`src/core/dcc_defines.vh`:
```
// Operation
// - Two comparators take their inputs from port pins 0 to 3 by mode.
// - The internal reference voltage can feed the comparators in modes that route it.
// - Control bits 2 to 0 pick one of eight multiplexer modes.
// - Control bit 6 shows comparator one's result, read-only, zero after reset.
// - Control bits 7 and 6 show both current comparator results, read-only.
// - Control bits 5 and 4 ignore writes and read zero.
// - Mode 001: switch bit picks pin 3 or pin 0 for comparator one's inverting input.
// - Mode 010: switch set routes inverting inputs to pins 3 and 2, else default pins.
// - The direction register always decides whether each comparator pin drives.
// - Mode 011 uses pins 0 and 1 inverting, pin 2 shared non-inverting input.
// - Reading the control register ends the pending change condition.
// - Any result change sets the flag; interrupt needs all three enables set.
// - Reset puts mode 000: pins analog, comparators powered down.
// - Mode 110 drives pins 3 and 4 with raw comparator outputs, direction-gated.
`ifndef DCC_DEFINES_VH
`define DCC_DEFINES_VH

// ----------------------------------------------------------------
// Register indices (byte address is four times the index)
// ----------------------------------------------------------------
`define DCC_IDX_CTRL      10'h01F
`define DCC_IDX_DIR       10'h085
`define DCC_IDX_STATUS    10'h020
`define DCC_IDX_CLEAR     10'h021
`define DCC_IDX_ENABLE    10'h022
`define DCC_IDX_GATE      10'h023

// ----------------------------------------------------------------
// Field positions and reset values
// ----------------------------------------------------------------
`define DCC_CTRL_RES2     7
`define DCC_CTRL_RES1     6
`define DCC_CTRL_SWITCH   3
`define DCC_MODE_HI       2
`define DCC_MODE_RESET    3'h0
`define DCC_DIR_RESET     5'h1F
`define DCC_GATE_PERIPH   0
`define DCC_GATE_GLOBAL   1

// ----------------------------------------------------------------
// Modes
// ----------------------------------------------------------------
`define DCC_MODE_RESETM   3'h0
`define DCC_MODE_THREE    3'h1
`define DCC_MODE_FOURREF  3'h2
`define DCC_MODE_COMMON   3'h3
`define DCC_MODE_INDEP    3'h4
`define DCC_MODE_SINGLE   3'h5
`define DCC_MODE_OUTPUTS  3'h6
`define DCC_MODE_OFF      3'h7

// ----------------------------------------------------------------
// Analog input selector codes
// ----------------------------------------------------------------
`define DCC_SEL_NONE      3'h0
`define DCC_SEL_PIN0      3'h1
`define DCC_SEL_PIN1      3'h2
`define DCC_SEL_PIN2      3'h3
`define DCC_SEL_PIN3      3'h4
`define DCC_SEL_VREF      3'h5

// ----------------------------------------------------------------
// Bus encodings
// ----------------------------------------------------------------
`define DCC_HRESP_OKAY    1'b0

`endif

```
`src/core/dcc_top.v`:
```
// Local design decision: the AHB-Lite interface to the registers.
`timescale 1ns/10ps
`include "dcc_defines.vh"

module dcc_top #(
  parameter ADDR_W = 12
) (
  // Clock and reset
  input  wire              hclk,
  input  wire              hresetn,
  input  wire              ce,
  // AHB-Lite slave
  input  wire              hsel,
  input  wire [ADDR_W-1:0] haddr,
  input  wire [1:0]        htrans,
  input  wire              hwrite,
  input  wire [2:0]        hsize,
  input  wire [31:0]       hwdata,
  input  wire              hready,
  output wire              hreadyout,
  output wire              hresp,
  output reg  [31:0]       hrdata,
  // Analog comparator results, asynchronous
  input  wire              first_raw,
  input  wire              second_raw,
  // Analog multiplexer controls
  output reg  [2:0]        first_inv_sel,
  output reg  [2:0]        first_pos_sel,
  output reg  [2:0]        second_inv_sel,
  output reg  [2:0]        second_pos_sel,
  output reg               first_power,
  output reg               second_power,
  output reg  [3:0]        pin_analog,
  // Port pins
  input  wire [4:0]        port_data,
  output wire [4:0]        pin_out,
  output wire [4:0]        pin_oe,
  // Interrupt
  output wire              irq
);

  // ----------------------------------------------------------------
  // Bus address phase capture
  // ----------------------------------------------------------------
  reg              dp_valid;
  reg              dp_write;
  reg [ADDR_W-3:0] dp_index;

  wire             ap_take;
  wire [ADDR_W-3:0] ap_index;

  assign ap_take   = hsel & hready & htrans[1];
  assign ap_index  = haddr[ADDR_W-1:2];
  assign hreadyout = ce;
  assign hresp     = `DCC_HRESP_OKAY;

  function hit;
    input [ADDR_W-3:0] idx;
    input [9:0]        reg_idx;
    begin
      hit = (idx == reg_idx[ADDR_W-3:0]);
    end
  endfunction

  always @(posedge hclk or negedge hresetn) begin
    if (!hresetn) begin
      dp_valid <= 1'b0;
      dp_write <= 1'b0;
      dp_index <= {(ADDR_W-2){1'b0}};
    end else if (ce) begin
      dp_valid <= ap_take;
      if (ap_take) begin
        dp_write <= hwrite;
        dp_index <= ap_index;
      end
    end
  end

  // ----------------------------------------------------------------
  // Comparator result synchronisers
  // ----------------------------------------------------------------
  reg [1:0] res_meta;
  reg [1:0] res_sync;

  always @(posedge hclk or negedge hresetn) begin
    if (!hresetn) begin
      res_meta <= 2'b00;
      res_sync <= 2'b00;
    end else if (ce) begin
      res_meta <= {second_raw, first_raw};
      res_sync <= res_meta;
    end
  end

  // ----------------------------------------------------------------
  // Registers
  // ----------------------------------------------------------------
  reg [2:0] compare_mode_field;
  reg       input_switch_select;
  reg [4:0] port_a_direction;
  reg       compare_change_flag;
  reg       compare_irq_enable;
  reg       peripheral_irq_enable;
  reg       global_irq_enable;
  reg [1:0] result_snapshot;

  wire wr_phase;
  wire ctrl_access;
  wire ctrl_write;
  wire dir_write;
  wire clear_write;
  wire enable_write;
  wire gate_write;
  wire mismatch;
  wire next_flag;

  assign wr_phase     = dp_valid & dp_write;
  assign ctrl_access  = dp_valid & hit(dp_index, `DCC_IDX_CTRL);
  assign ctrl_write   = wr_phase & hit(dp_index, `DCC_IDX_CTRL);
  assign dir_write    = wr_phase & hit(dp_index, `DCC_IDX_DIR);
  assign clear_write  = wr_phase & hit(dp_index, `DCC_IDX_CLEAR);
  assign enable_write = wr_phase & hit(dp_index, `DCC_IDX_ENABLE);
  assign gate_write   = wr_phase & hit(dp_index, `DCC_IDX_GATE);

  // Synced results differ from the snapshot of the last control access
  assign mismatch  = (res_sync != result_snapshot);
  // Set wins over a clear in the same cycle
  assign next_flag = mismatch | (compare_change_flag & ~(clear_write & hwdata[0]));

  always @(posedge hclk or negedge hresetn) begin
    if (!hresetn) begin
      compare_mode_field  <= `DCC_MODE_RESET;
      input_switch_select <= 1'b0;
      port_a_direction    <= `DCC_DIR_RESET;
    end else if (ce) begin
      if (ctrl_write) begin
        compare_mode_field  <= hwdata[`DCC_MODE_HI:0];
        input_switch_select <= hwdata[`DCC_CTRL_SWITCH];
      end
      if (dir_write) begin
        port_a_direction <= hwdata[4:0];
      end
    end
  end

  // Snapshot refreshed on any control access ends the change condition
  always @(posedge hclk or negedge hresetn) begin
    if (!hresetn) begin
      result_snapshot <= 2'b00;
    end else if (ce) begin
      if (ctrl_access) begin
        result_snapshot <= res_sync;
      end
    end
  end

  always @(posedge hclk or negedge hresetn) begin
    if (!hresetn) begin
      compare_change_flag <= 1'b0;
    end else if (ce) begin
      compare_change_flag <= next_flag;
    end
  end

  always @(posedge hclk or negedge hresetn) begin
    if (!hresetn) begin
      compare_irq_enable    <= 1'b0;
      peripheral_irq_enable <= 1'b0;
      global_irq_enable     <= 1'b0;
    end else if (ce) begin
      if (enable_write) begin
        compare_irq_enable <= hwdata[0];
      end
      if (gate_write) begin
        peripheral_irq_enable <= hwdata[`DCC_GATE_PERIPH];
        global_irq_enable     <= hwdata[`DCC_GATE_GLOBAL];
      end
    end
  end

  // Flag is set regardless of enables; request needs all three
  assign irq = compare_change_flag & compare_irq_enable
             & peripheral_irq_enable & global_irq_enable;

  // ----------------------------------------------------------------
  // Read data
  // ----------------------------------------------------------------
  reg  [31:0] next_rdata;
  wire [7:0]  ctrl_view;

  // Results read-only, bits 5 and 4 read zero
  assign ctrl_view = {res_sync[1], res_sync[0], 2'b00,
                      input_switch_select, compare_mode_field};

  always @* begin
    next_rdata = 32'h0000_0000;
    if (hit(ap_index, `DCC_IDX_CTRL)) begin
      next_rdata = {24'h00_0000, ctrl_view};
    end else if (hit(ap_index, `DCC_IDX_DIR)) begin
      next_rdata = {27'h000_0000, port_a_direction};
    end else if (hit(ap_index, `DCC_IDX_STATUS)) begin
      next_rdata = {31'h0000_0000, compare_change_flag};
    end else if (hit(ap_index, `DCC_IDX_ENABLE)) begin
      next_rdata = {31'h0000_0000, compare_irq_enable};
    end else if (hit(ap_index, `DCC_IDX_GATE)) begin
      next_rdata = {30'h0000_0000, global_irq_enable, peripheral_irq_enable};
    end
  end

  always @(posedge hclk or negedge hresetn) begin
    if (!hresetn) begin
      hrdata <= 32'h0000_0000;
    end else if (ce) begin
      if (ap_take & ~hwrite) begin
        hrdata <= next_rdata;
      end
    end
  end

  // ----------------------------------------------------------------
  // Multiplexer decode
  // ----------------------------------------------------------------
  wire [2:0] dec_first_inv;
  wire [2:0] dec_first_pos;
  wire [2:0] dec_second_inv;
  wire [2:0] dec_second_pos;
  wire       dec_first_power;
  wire       dec_second_power;
  wire [3:0] dec_pin_analog;
  wire       result_drive;

  dcc_mux_decode u_decode (
    .compare_mode_field  (compare_mode_field),
    .input_switch_select (input_switch_select),
    .first_inv_sel       (dec_first_inv),
    .first_pos_sel       (dec_first_pos),
    .second_inv_sel      (dec_second_inv),
    .second_pos_sel      (dec_second_pos),
    .first_power         (dec_first_power),
    .second_power        (dec_second_power),
    .pin_analog          (dec_pin_analog),
    .result_drive        (result_drive)
  );

  always @(posedge hclk or negedge hresetn) begin
    if (!hresetn) begin
      first_inv_sel  <= `DCC_SEL_NONE;
      first_pos_sel  <= `DCC_SEL_NONE;
      second_inv_sel <= `DCC_SEL_NONE;
      second_pos_sel <= `DCC_SEL_NONE;
      first_power    <= 1'b0;
      second_power   <= 1'b0;
      pin_analog     <= 4'hF;
    end else if (ce) begin
      first_inv_sel  <= dec_first_inv;
      first_pos_sel  <= dec_first_pos;
      second_inv_sel <= dec_second_inv;
      second_pos_sel <= dec_second_pos;
      first_power    <= dec_first_power;
      second_power   <= dec_second_power;
      pin_analog     <= dec_pin_analog;
    end
  end

  // ----------------------------------------------------------------
  // Pin drivers
  // ----------------------------------------------------------------
  // Direction bit low means the pin drives, in every mode
  assign pin_oe = ~port_a_direction;

  // Raw comparator outputs bypass the synchronisers on purpose
  assign pin_out[2:0] = port_data[2:0];
  assign pin_out[3]   = result_drive ? first_raw  : port_data[3];
  assign pin_out[4]   = result_drive ? second_raw : port_data[4];

endmodule // dcc_top

```
`src/core/dcc_mux_decode.v`:
```
`timescale 1ns/10ps
`include "dcc_defines.vh"

module dcc_mux_decode (
  // Control
  input  wire [2:0] compare_mode_field,
  input  wire       input_switch_select,
  // Multiplexer selects
  output reg  [2:0] first_inv_sel,
  output reg  [2:0] first_pos_sel,
  output reg  [2:0] second_inv_sel,
  output reg  [2:0] second_pos_sel,
  output reg        first_power,
  output reg        second_power,
  output reg  [3:0] pin_analog,
  output reg        result_drive
);

  always @* begin
    first_inv_sel  = `DCC_SEL_NONE;
    first_pos_sel  = `DCC_SEL_NONE;
    second_inv_sel = `DCC_SEL_NONE;
    second_pos_sel = `DCC_SEL_NONE;
    first_power    = 1'b0;
    second_power   = 1'b0;
    pin_analog     = 4'h0;
    result_drive   = 1'b0;
    case (compare_mode_field)
      `DCC_MODE_RESETM: begin
        pin_analog = 4'hF;
      end
      `DCC_MODE_THREE: begin
        first_inv_sel  = input_switch_select ? `DCC_SEL_PIN3 : `DCC_SEL_PIN0;
        first_pos_sel  = `DCC_SEL_PIN2;
        second_inv_sel = `DCC_SEL_PIN1;
        second_pos_sel = `DCC_SEL_PIN2;
        first_power    = 1'b1;
        second_power   = 1'b1;
        pin_analog     = 4'hF;
      end
      `DCC_MODE_FOURREF: begin
        first_inv_sel  = input_switch_select ? `DCC_SEL_PIN3 : `DCC_SEL_PIN0;
        second_inv_sel = input_switch_select ? `DCC_SEL_PIN2 : `DCC_SEL_PIN1;
        first_pos_sel  = `DCC_SEL_VREF;
        second_pos_sel = `DCC_SEL_VREF;
        first_power    = 1'b1;
        second_power   = 1'b1;
        pin_analog     = 4'hF;
      end
      `DCC_MODE_COMMON: begin
        first_inv_sel  = `DCC_SEL_PIN0;
        second_inv_sel = `DCC_SEL_PIN1;
        first_pos_sel  = `DCC_SEL_PIN2;
        second_pos_sel = `DCC_SEL_PIN2;
        first_power    = 1'b1;
        second_power   = 1'b1;
        pin_analog     = 4'h7;
      end
      `DCC_MODE_INDEP: begin
        first_inv_sel  = `DCC_SEL_PIN0;
        first_pos_sel  = `DCC_SEL_PIN3;
        second_inv_sel = `DCC_SEL_PIN1;
        second_pos_sel = `DCC_SEL_PIN2;
        first_power    = 1'b1;
        second_power   = 1'b1;
        pin_analog     = 4'hF;
      end
      `DCC_MODE_SINGLE: begin
        second_inv_sel = `DCC_SEL_PIN1;
        second_pos_sel = `DCC_SEL_PIN2;
        second_power   = 1'b1;
        pin_analog     = 4'h6;
      end
      `DCC_MODE_OUTPUTS: begin
        first_inv_sel  = `DCC_SEL_PIN0;
        second_inv_sel = `DCC_SEL_PIN1;
        first_pos_sel  = `DCC_SEL_PIN2;
        second_pos_sel = `DCC_SEL_PIN2;
        first_power    = 1'b1;
        second_power   = 1'b1;
        pin_analog     = 4'h7;
        result_drive   = 1'b1;
      end
      default: begin
        pin_analog = 4'h0;
      end
    endcase
  end

endmodule // dcc_mux_decode

```
`config.mk`:
```
export PLATFORM = sky130hd
export DESIGN_NAME = dcc_top
export DESIGN_NICKNAME = d
export VERILOG_FILES = /design/src/core/dcc_top.v /design/src/core/dcc_mux_decode.v
export VERILOG_INCLUDE_DIRS = /design/src /design/src/core
export SDC_FILE = /design/constraint.sdc
export NUM_CORES = 1
export LEC_CHECK = 0
export ABC_AREA = 1
export ABC_CLOCK_PERIOD_IN_PS = 1400
export BUFFER_PORTS_ARGS = -buffer_cell sky130_fd_sc_hd__buf_2
export CAP_MARGIN = 10
export CORE_ASPECT_RATIO = 0.6
export CORE_MARGIN = 1.5
export CORE_UTILIZATION = 40
export CTS_CLUSTER_DIAMETER = 150
export CTS_CLUSTER_SIZE = 16
export DETAILED_ROUTE_END_ITERATION = 10
export PLACE_DENSITY = 0.65
export RECOVER_POWER = 100
export SYNTH_ARGS = -nofsm -noshare
export SYNTH_HDL_FRONTEND = slang
export SYNTH_HIERARCHICAL = 1
export SYNTH_SLANG_ARGS = --single-unit
export TNS_END_PERCENT = 10
```
`constraint.sdc`:
```
create_clock -name hclk -period 1.4 [get_ports hclk]
set_input_delay 0.07 -clock hclk [delete_from_list [all_inputs] [get_ports hclk]]
set_output_delay 0.07 -clock hclk [all_outputs]
set_load 0.05 [all_outputs]
```
Yosys cells after proc, flatten, opt, wreduce, memory -nomap -nowiden. Index checks and enable logic that the tools add are counted.

Register bits: 81. Bits of input ports: 62. Output and inout port bits: 63. Word-level logic and storage cells: 90.

Eq/ne operators: 17. Muxes and demuxes: 17. Bitwise operators: 19. Reductions and logical operators: 16.

Operators with widths (number): 10-bit by 6-bit equality test with 1-bit output (second input constant) (6); 10-bit by 5-bit equality test with 1-bit output (second input constant) (2); 10-bit by 8-bit equality test with 1-bit output (second input constant) (2); 3-bit one-hot mux with 2 select lines (3); 1-bit bitwise AND (15); 2-bit AND reduction (7); 4-bit one-hot mux with 3 select lines (1); 5-bit OR reduction (2); 3-bit equality test (second input constant) (3); 3-bit one-hot mux with 3 select lines (1); 8-bit two-way mux (1); 3-bit by 2-bit equality test with 1-bit output (second input constant) (2); 1-bit two-way mux (6); 2-bit two-way mux (3); 3-bit OR reduction (2); 6-bit OR reduction (1); 5-bit two-way mux (1); 5-bit inverter (1); 2-bit OR reduction (2); 4-bit OR reduction (1); 3-bit by 1-bit equality test with 1-bit output (second input constant) (1); 3-bit zero test (1); 3-bit two-way mux (1); 2-bit != test (1); 2 further kinds (3).

Longest topological paths before layout.
Word-level depth: 6. Depth in mapped cells: 9.

Hierarchy. Netlist, hierarchy kept.

Modules (own cells, without submodules): dcc_top (instances 1, cells each 357, area each 2845.2 um^2, sequential area each 1412.6 um^2); dcc_mux_decode (instances 1, cells each 37, area each 183.9 um^2, sequential area each 0.0 um^2).

Worst setup path after synthesis. Ideal clock, no wire load.

Kind: flip-flop to output port. Start point: register compare_mode_field[2]. End point: output pin_out[3]. Arrival: 1.254 ns. Required time: 1.330 ns. Setup slack: 0.076 ns. Cell stages (with the launch flop): 5. Path buffers: 1. Cells stage by stage: dfrtp_1 buf_6 inv_1 nor3_1 mux2_2.

Word-level cells in the longest chain between the ends: 3.

RTL lines: start: declaration (line dcc_top.v:98) `reg [2:0] compare_mode_field;`; start signal: assignment (line dcc_top.v:132) `` compare_mode_field <= `DCC_MODE_RESET; ``; start signal: assignment (line dcc_top.v:137) `` compare_mode_field <= hwdata[`DCC_MODE_HI:0]; ``; 3-bit equality test (line dcc_mux_decode.v:28) `case (compare_mode_field)`; 1-bit two-way mux (line dcc_mux_decode.v:28); named net result_drive (line dcc_top.v:230) `wire result_drive;`; 1-bit two-way mux (line dcc_top.v:273) `assign pin_out[3] = result_drive ? first_raw : port_data[3];`; end: declaration (line dcc_top.v:36) `output wire [4:0] pin_out,`.

The timed path passes the listed nets, and every way through them passes these cells.

Final worst setup path.
Start point: register compare_mode_field[1]. End point: output pin_out[4].

Word-level cells in the longest chain between the ends: 3.

RTL lines: 3-bit equality test (line dcc_mux_decode.v:28); 1-bit two-way mux (line dcc_mux_decode.v:28); named net result_drive (line dcc_top.v:230); 1-bit two-way mux (line dcc_top.v:274) `assign pin_out[4] = result_drive ? second_raw : port_data[4];`.

The timed path passes the listed nets, and every way through them passes these cells.

==> reports/qor.csv <==
metric,value,unit
sequential share of power,48.0,%
Placer Congestion,0.874,
post-synthesis sequential area ratio,46.6,%
Final #Nets,524,
largest net degree at the start of global routing,57,
Hold Slack,0.00248,ns
"Data required, critical path",1.33,ns
failing checks,negative setup slack,
ys flop type,dfrtp_1,
DRC,0,
initial core utilization,41.5,%
area share of the largest cell type after synthesis,38.8,%
GRT Residual Overflow,0,
Final Max Slew Viols,0,
Die Footprint,8120,um^2
Max-Cap Viols,0,
most frequent cell after synthesis,nand2_1,
CTS Root Cell,clkbuf_16,
status,"complete, but fails checks",
combinational power share,17.6,%
Ports,125,
Avg Inst Size Synth,7.69,um^2
Die X,115,um
hold depth,3,
Synth Instances,394,
die span in y,70.4,um
Total Wirelength,7180,um
internal power,2.59,mW
Synth top cells by count,"nand2_1 (138), dfrtp_1 (47), inv_1 (45)",
DR WL met2,2940,um
n_diodes,0,
crit end category,output port,
H-tree depth,2,
global-route wire length before repair,11700,um
largest cells by area after synthesis,"dfrtp_1 (39%), nand2_1 (17%), buf_4 (8.4%)",
Layout area overhead,17.4,%
Reg-to-Reg End,second_pos_sel[0]$_DFFE_PN0P_,
Global Route Usage Sum,18.8,%
Initial DRT Pass Iterations,4,
Worst VDD drop,0.463,mV
Setup TNS,-0.428,ns
period utilization,112,%
share of layout cells above drive strength 1,18.1,%
clock slew at reported path FFs,0.07,ns
core area,7300,um^2
Mapped Area,3030,um^2
Post-synth EDFFs,0,
Leak,1.89,nW
Least-Margin Pin Slew,0.766,ns
mean routed wirelength per cell,12.7,um
number of synthesized register bits,56,
worst r2r src,compare_mode_field[0]$_DFFE_PN0P_,
Setup CP Type,reg2out,
Unique masters post-synth,30,
Met3 Wirelength,673,um
min cycle time layout,1.57,ns
Switch Pwr,1.16,mW
Worst Skew,0.00536,ns
YS warnings,6,
worst hold endpoint,port_a_direction[2]$_DFFE_PN1P_,
sw frac,30.9,%
post-synth top area cell,dfrtp_1,
final worst slack,-0.166,ns
clk_lat worst skew,0.29,ns
CTS Buffer Depth,2,
vias in the first global route,2388,
Num CTS Buffers,5,
crit path DAT,1.50,ns
Power Density,1050,nW/um^2
PortBufs,59,
Via density,4.54,
initial antenna violation count,0,
largest fanout on the critical path,2,
Post-DRT Antenna Nets,0,
number of core rows,24,
Final Hold Viols,0,
CTS tree,built,
reg2reg path depth,7,
RSZ-0062 raised after global routing,yes,
Worst Setup Start Kind,register,
Slew HR,48.9,%
highest routed metal layer,met4,
Hold Crit Class,in2reg,
hold_sp,hwdata[2],
Clk pwr share,34.4,%
r2r setup slk,-0.03,ns
fin area,3560,um^2
Met1 Routed Length,3500,um
Vias,2575,
Final Setup Violations,6,
DP HPWL,5370,um
placed instance area,3360,um^2
DR iter-0 viols,181,
# clock sinks,56,
ys async rst share,100,%
f_max,639,MHz
[worst max-delay path by stage]
| stage | slack (ns) | start | depth (start not counted) | endpoint |
|---|---|---|---|---|
| after floorplan | 0.08 | compare_mode_field[2]$_DFFE_PN0P_ | 4 | pin_out[3] |
| after global placement | 0.03 | compare_mode_field[0]$_DFFE_PN0P_ | 4 | pin_out[4] |
| after detailed placement | -0.04 | dp_index[9]$_DFFE_PN0P_ | 6 | compare_mode_field[0]$_DFFE_PN0P_ |
| after CTS | -0.17 | compare_mode_field[0]$_DFFE_PN0P_ | 4 | pin_out[4] |
| after global routing | -0.23 | compare_mode_field[1]$_DFFE_PN0P_ | 5 | pin_out[4] |
| final | -0.17 | compare_mode_field[1]$_DFFE_PN0P_ | 5 | pin_out[4] |
[stage by stage]
stage                     total power [mW]  cells  utilization (%)  worst slack [ns]
after floorplan                       2.35    420                -            0.0760
after global placement                2.45    555             46.1            0.0330
after detailed placement              2.46    555             46.1           -0.0383
after CTS                             3.77    566             49.2            -0.173
after global routing                  3.90    567             48.7            -0.232
final                                 3.75    567             48.7            -0.166
[timing repair]
action | in CTS | in global routing
setup buffers | 0 | 1
resized for setup | 12 | 10
setup endpoints to repair | 14 | 14
endpoints found under the hold margin | 49 | 0
hold buffers | 3 | 0
pin swaps | 1 | 2
cloned | 0 | 0
[routing by layer]
layer | GRT usage (%) | up-vias
li1 | - | 1291
met1 | 29.8 | 1188
met2 | 25.6 | 89
met3 | 4.69 | 7
met4 | 3.70 | 0
met5 | 0 | -
[state kept, by name, summed over array words and instances, names as in the netlist, 2 cells and up]
name	flops
result_snapshot	2
first_inv_sel	3
pin_analog	4
second_inv_sel	3
res_meta	2
first_pos_sel	3
dp_index	10
hrdata	7
second_pos_sel	3
compare_mode_field	3
port_a_direction	5
res_sync	2
[cell families (layout without fill, tap and decap cells)]
kind of cell,after synthesis,count (layout),synth area share (%)
and+or+nand+nor,211,211,30.1
buffers and inverters,90,133,16.2
other,2,28,0.248
AOI/OAI and AO/OA,31,31,5.53
DFF,56,56,46.6
muxes,2,2,0.743
xor gates and xnor gates,2,2,0.578
[critical path, stage by stage, from the launching register on]
cell and delay, ns:
dfrtp_1 0.37, inv_2 0.06, nor3_4 0.20, buf_6 0.13, mux2_4 0.30, buf_8 0.15
[cell type report]
type | count | area, um^2
clock inverters | 1 | 7.51
well taps | 104 | 130
repair buffers | 77 | 427
multi-input cells | 274 | 1250
flip-flops and latches | 56 | 1410
fillers | 761 | 3740
inverters | 48 | 183
clock buffers | 7 | 143
[layout by cell type, fill, tap and decap left out, drive strengths merged, types with 2 or more instances in the layout]
| master | instances |
|---|---|
| nand2 | 141 |
| inv | 48 |
| dfrtp | 47 |
| clkbuf | 43 |
| buf | 38 |
| nor2 | 29 |
| conb | 28 |
| nand3 | 25 |
| o21ai | 24 |
| dfstp | 9 |
| nor3 | 8 |
| nand4 | 5 |
| dlygate4sd3 | 3 |
| nor4 | 3 |
| mux2 | 2 |
| o31ai | 2 |
| xor2 | 2 |
| o21a | 2 |
| a21oi | 2 |
[power by group through the flow]
stage	logic, mW	registers [mW]	clock network [mW]
6_report	0.659	1.80	1.29
5_1_grt	0.722	1.81	1.37
4_1_cts	0.666	1.79	1.31
3_5_place_dp	0.644	1.82	0
3_3_place_gp	0.633	1.82	0
2_1_floorplan	0.478	1.87	0
(Power assumes the default switching activity.)
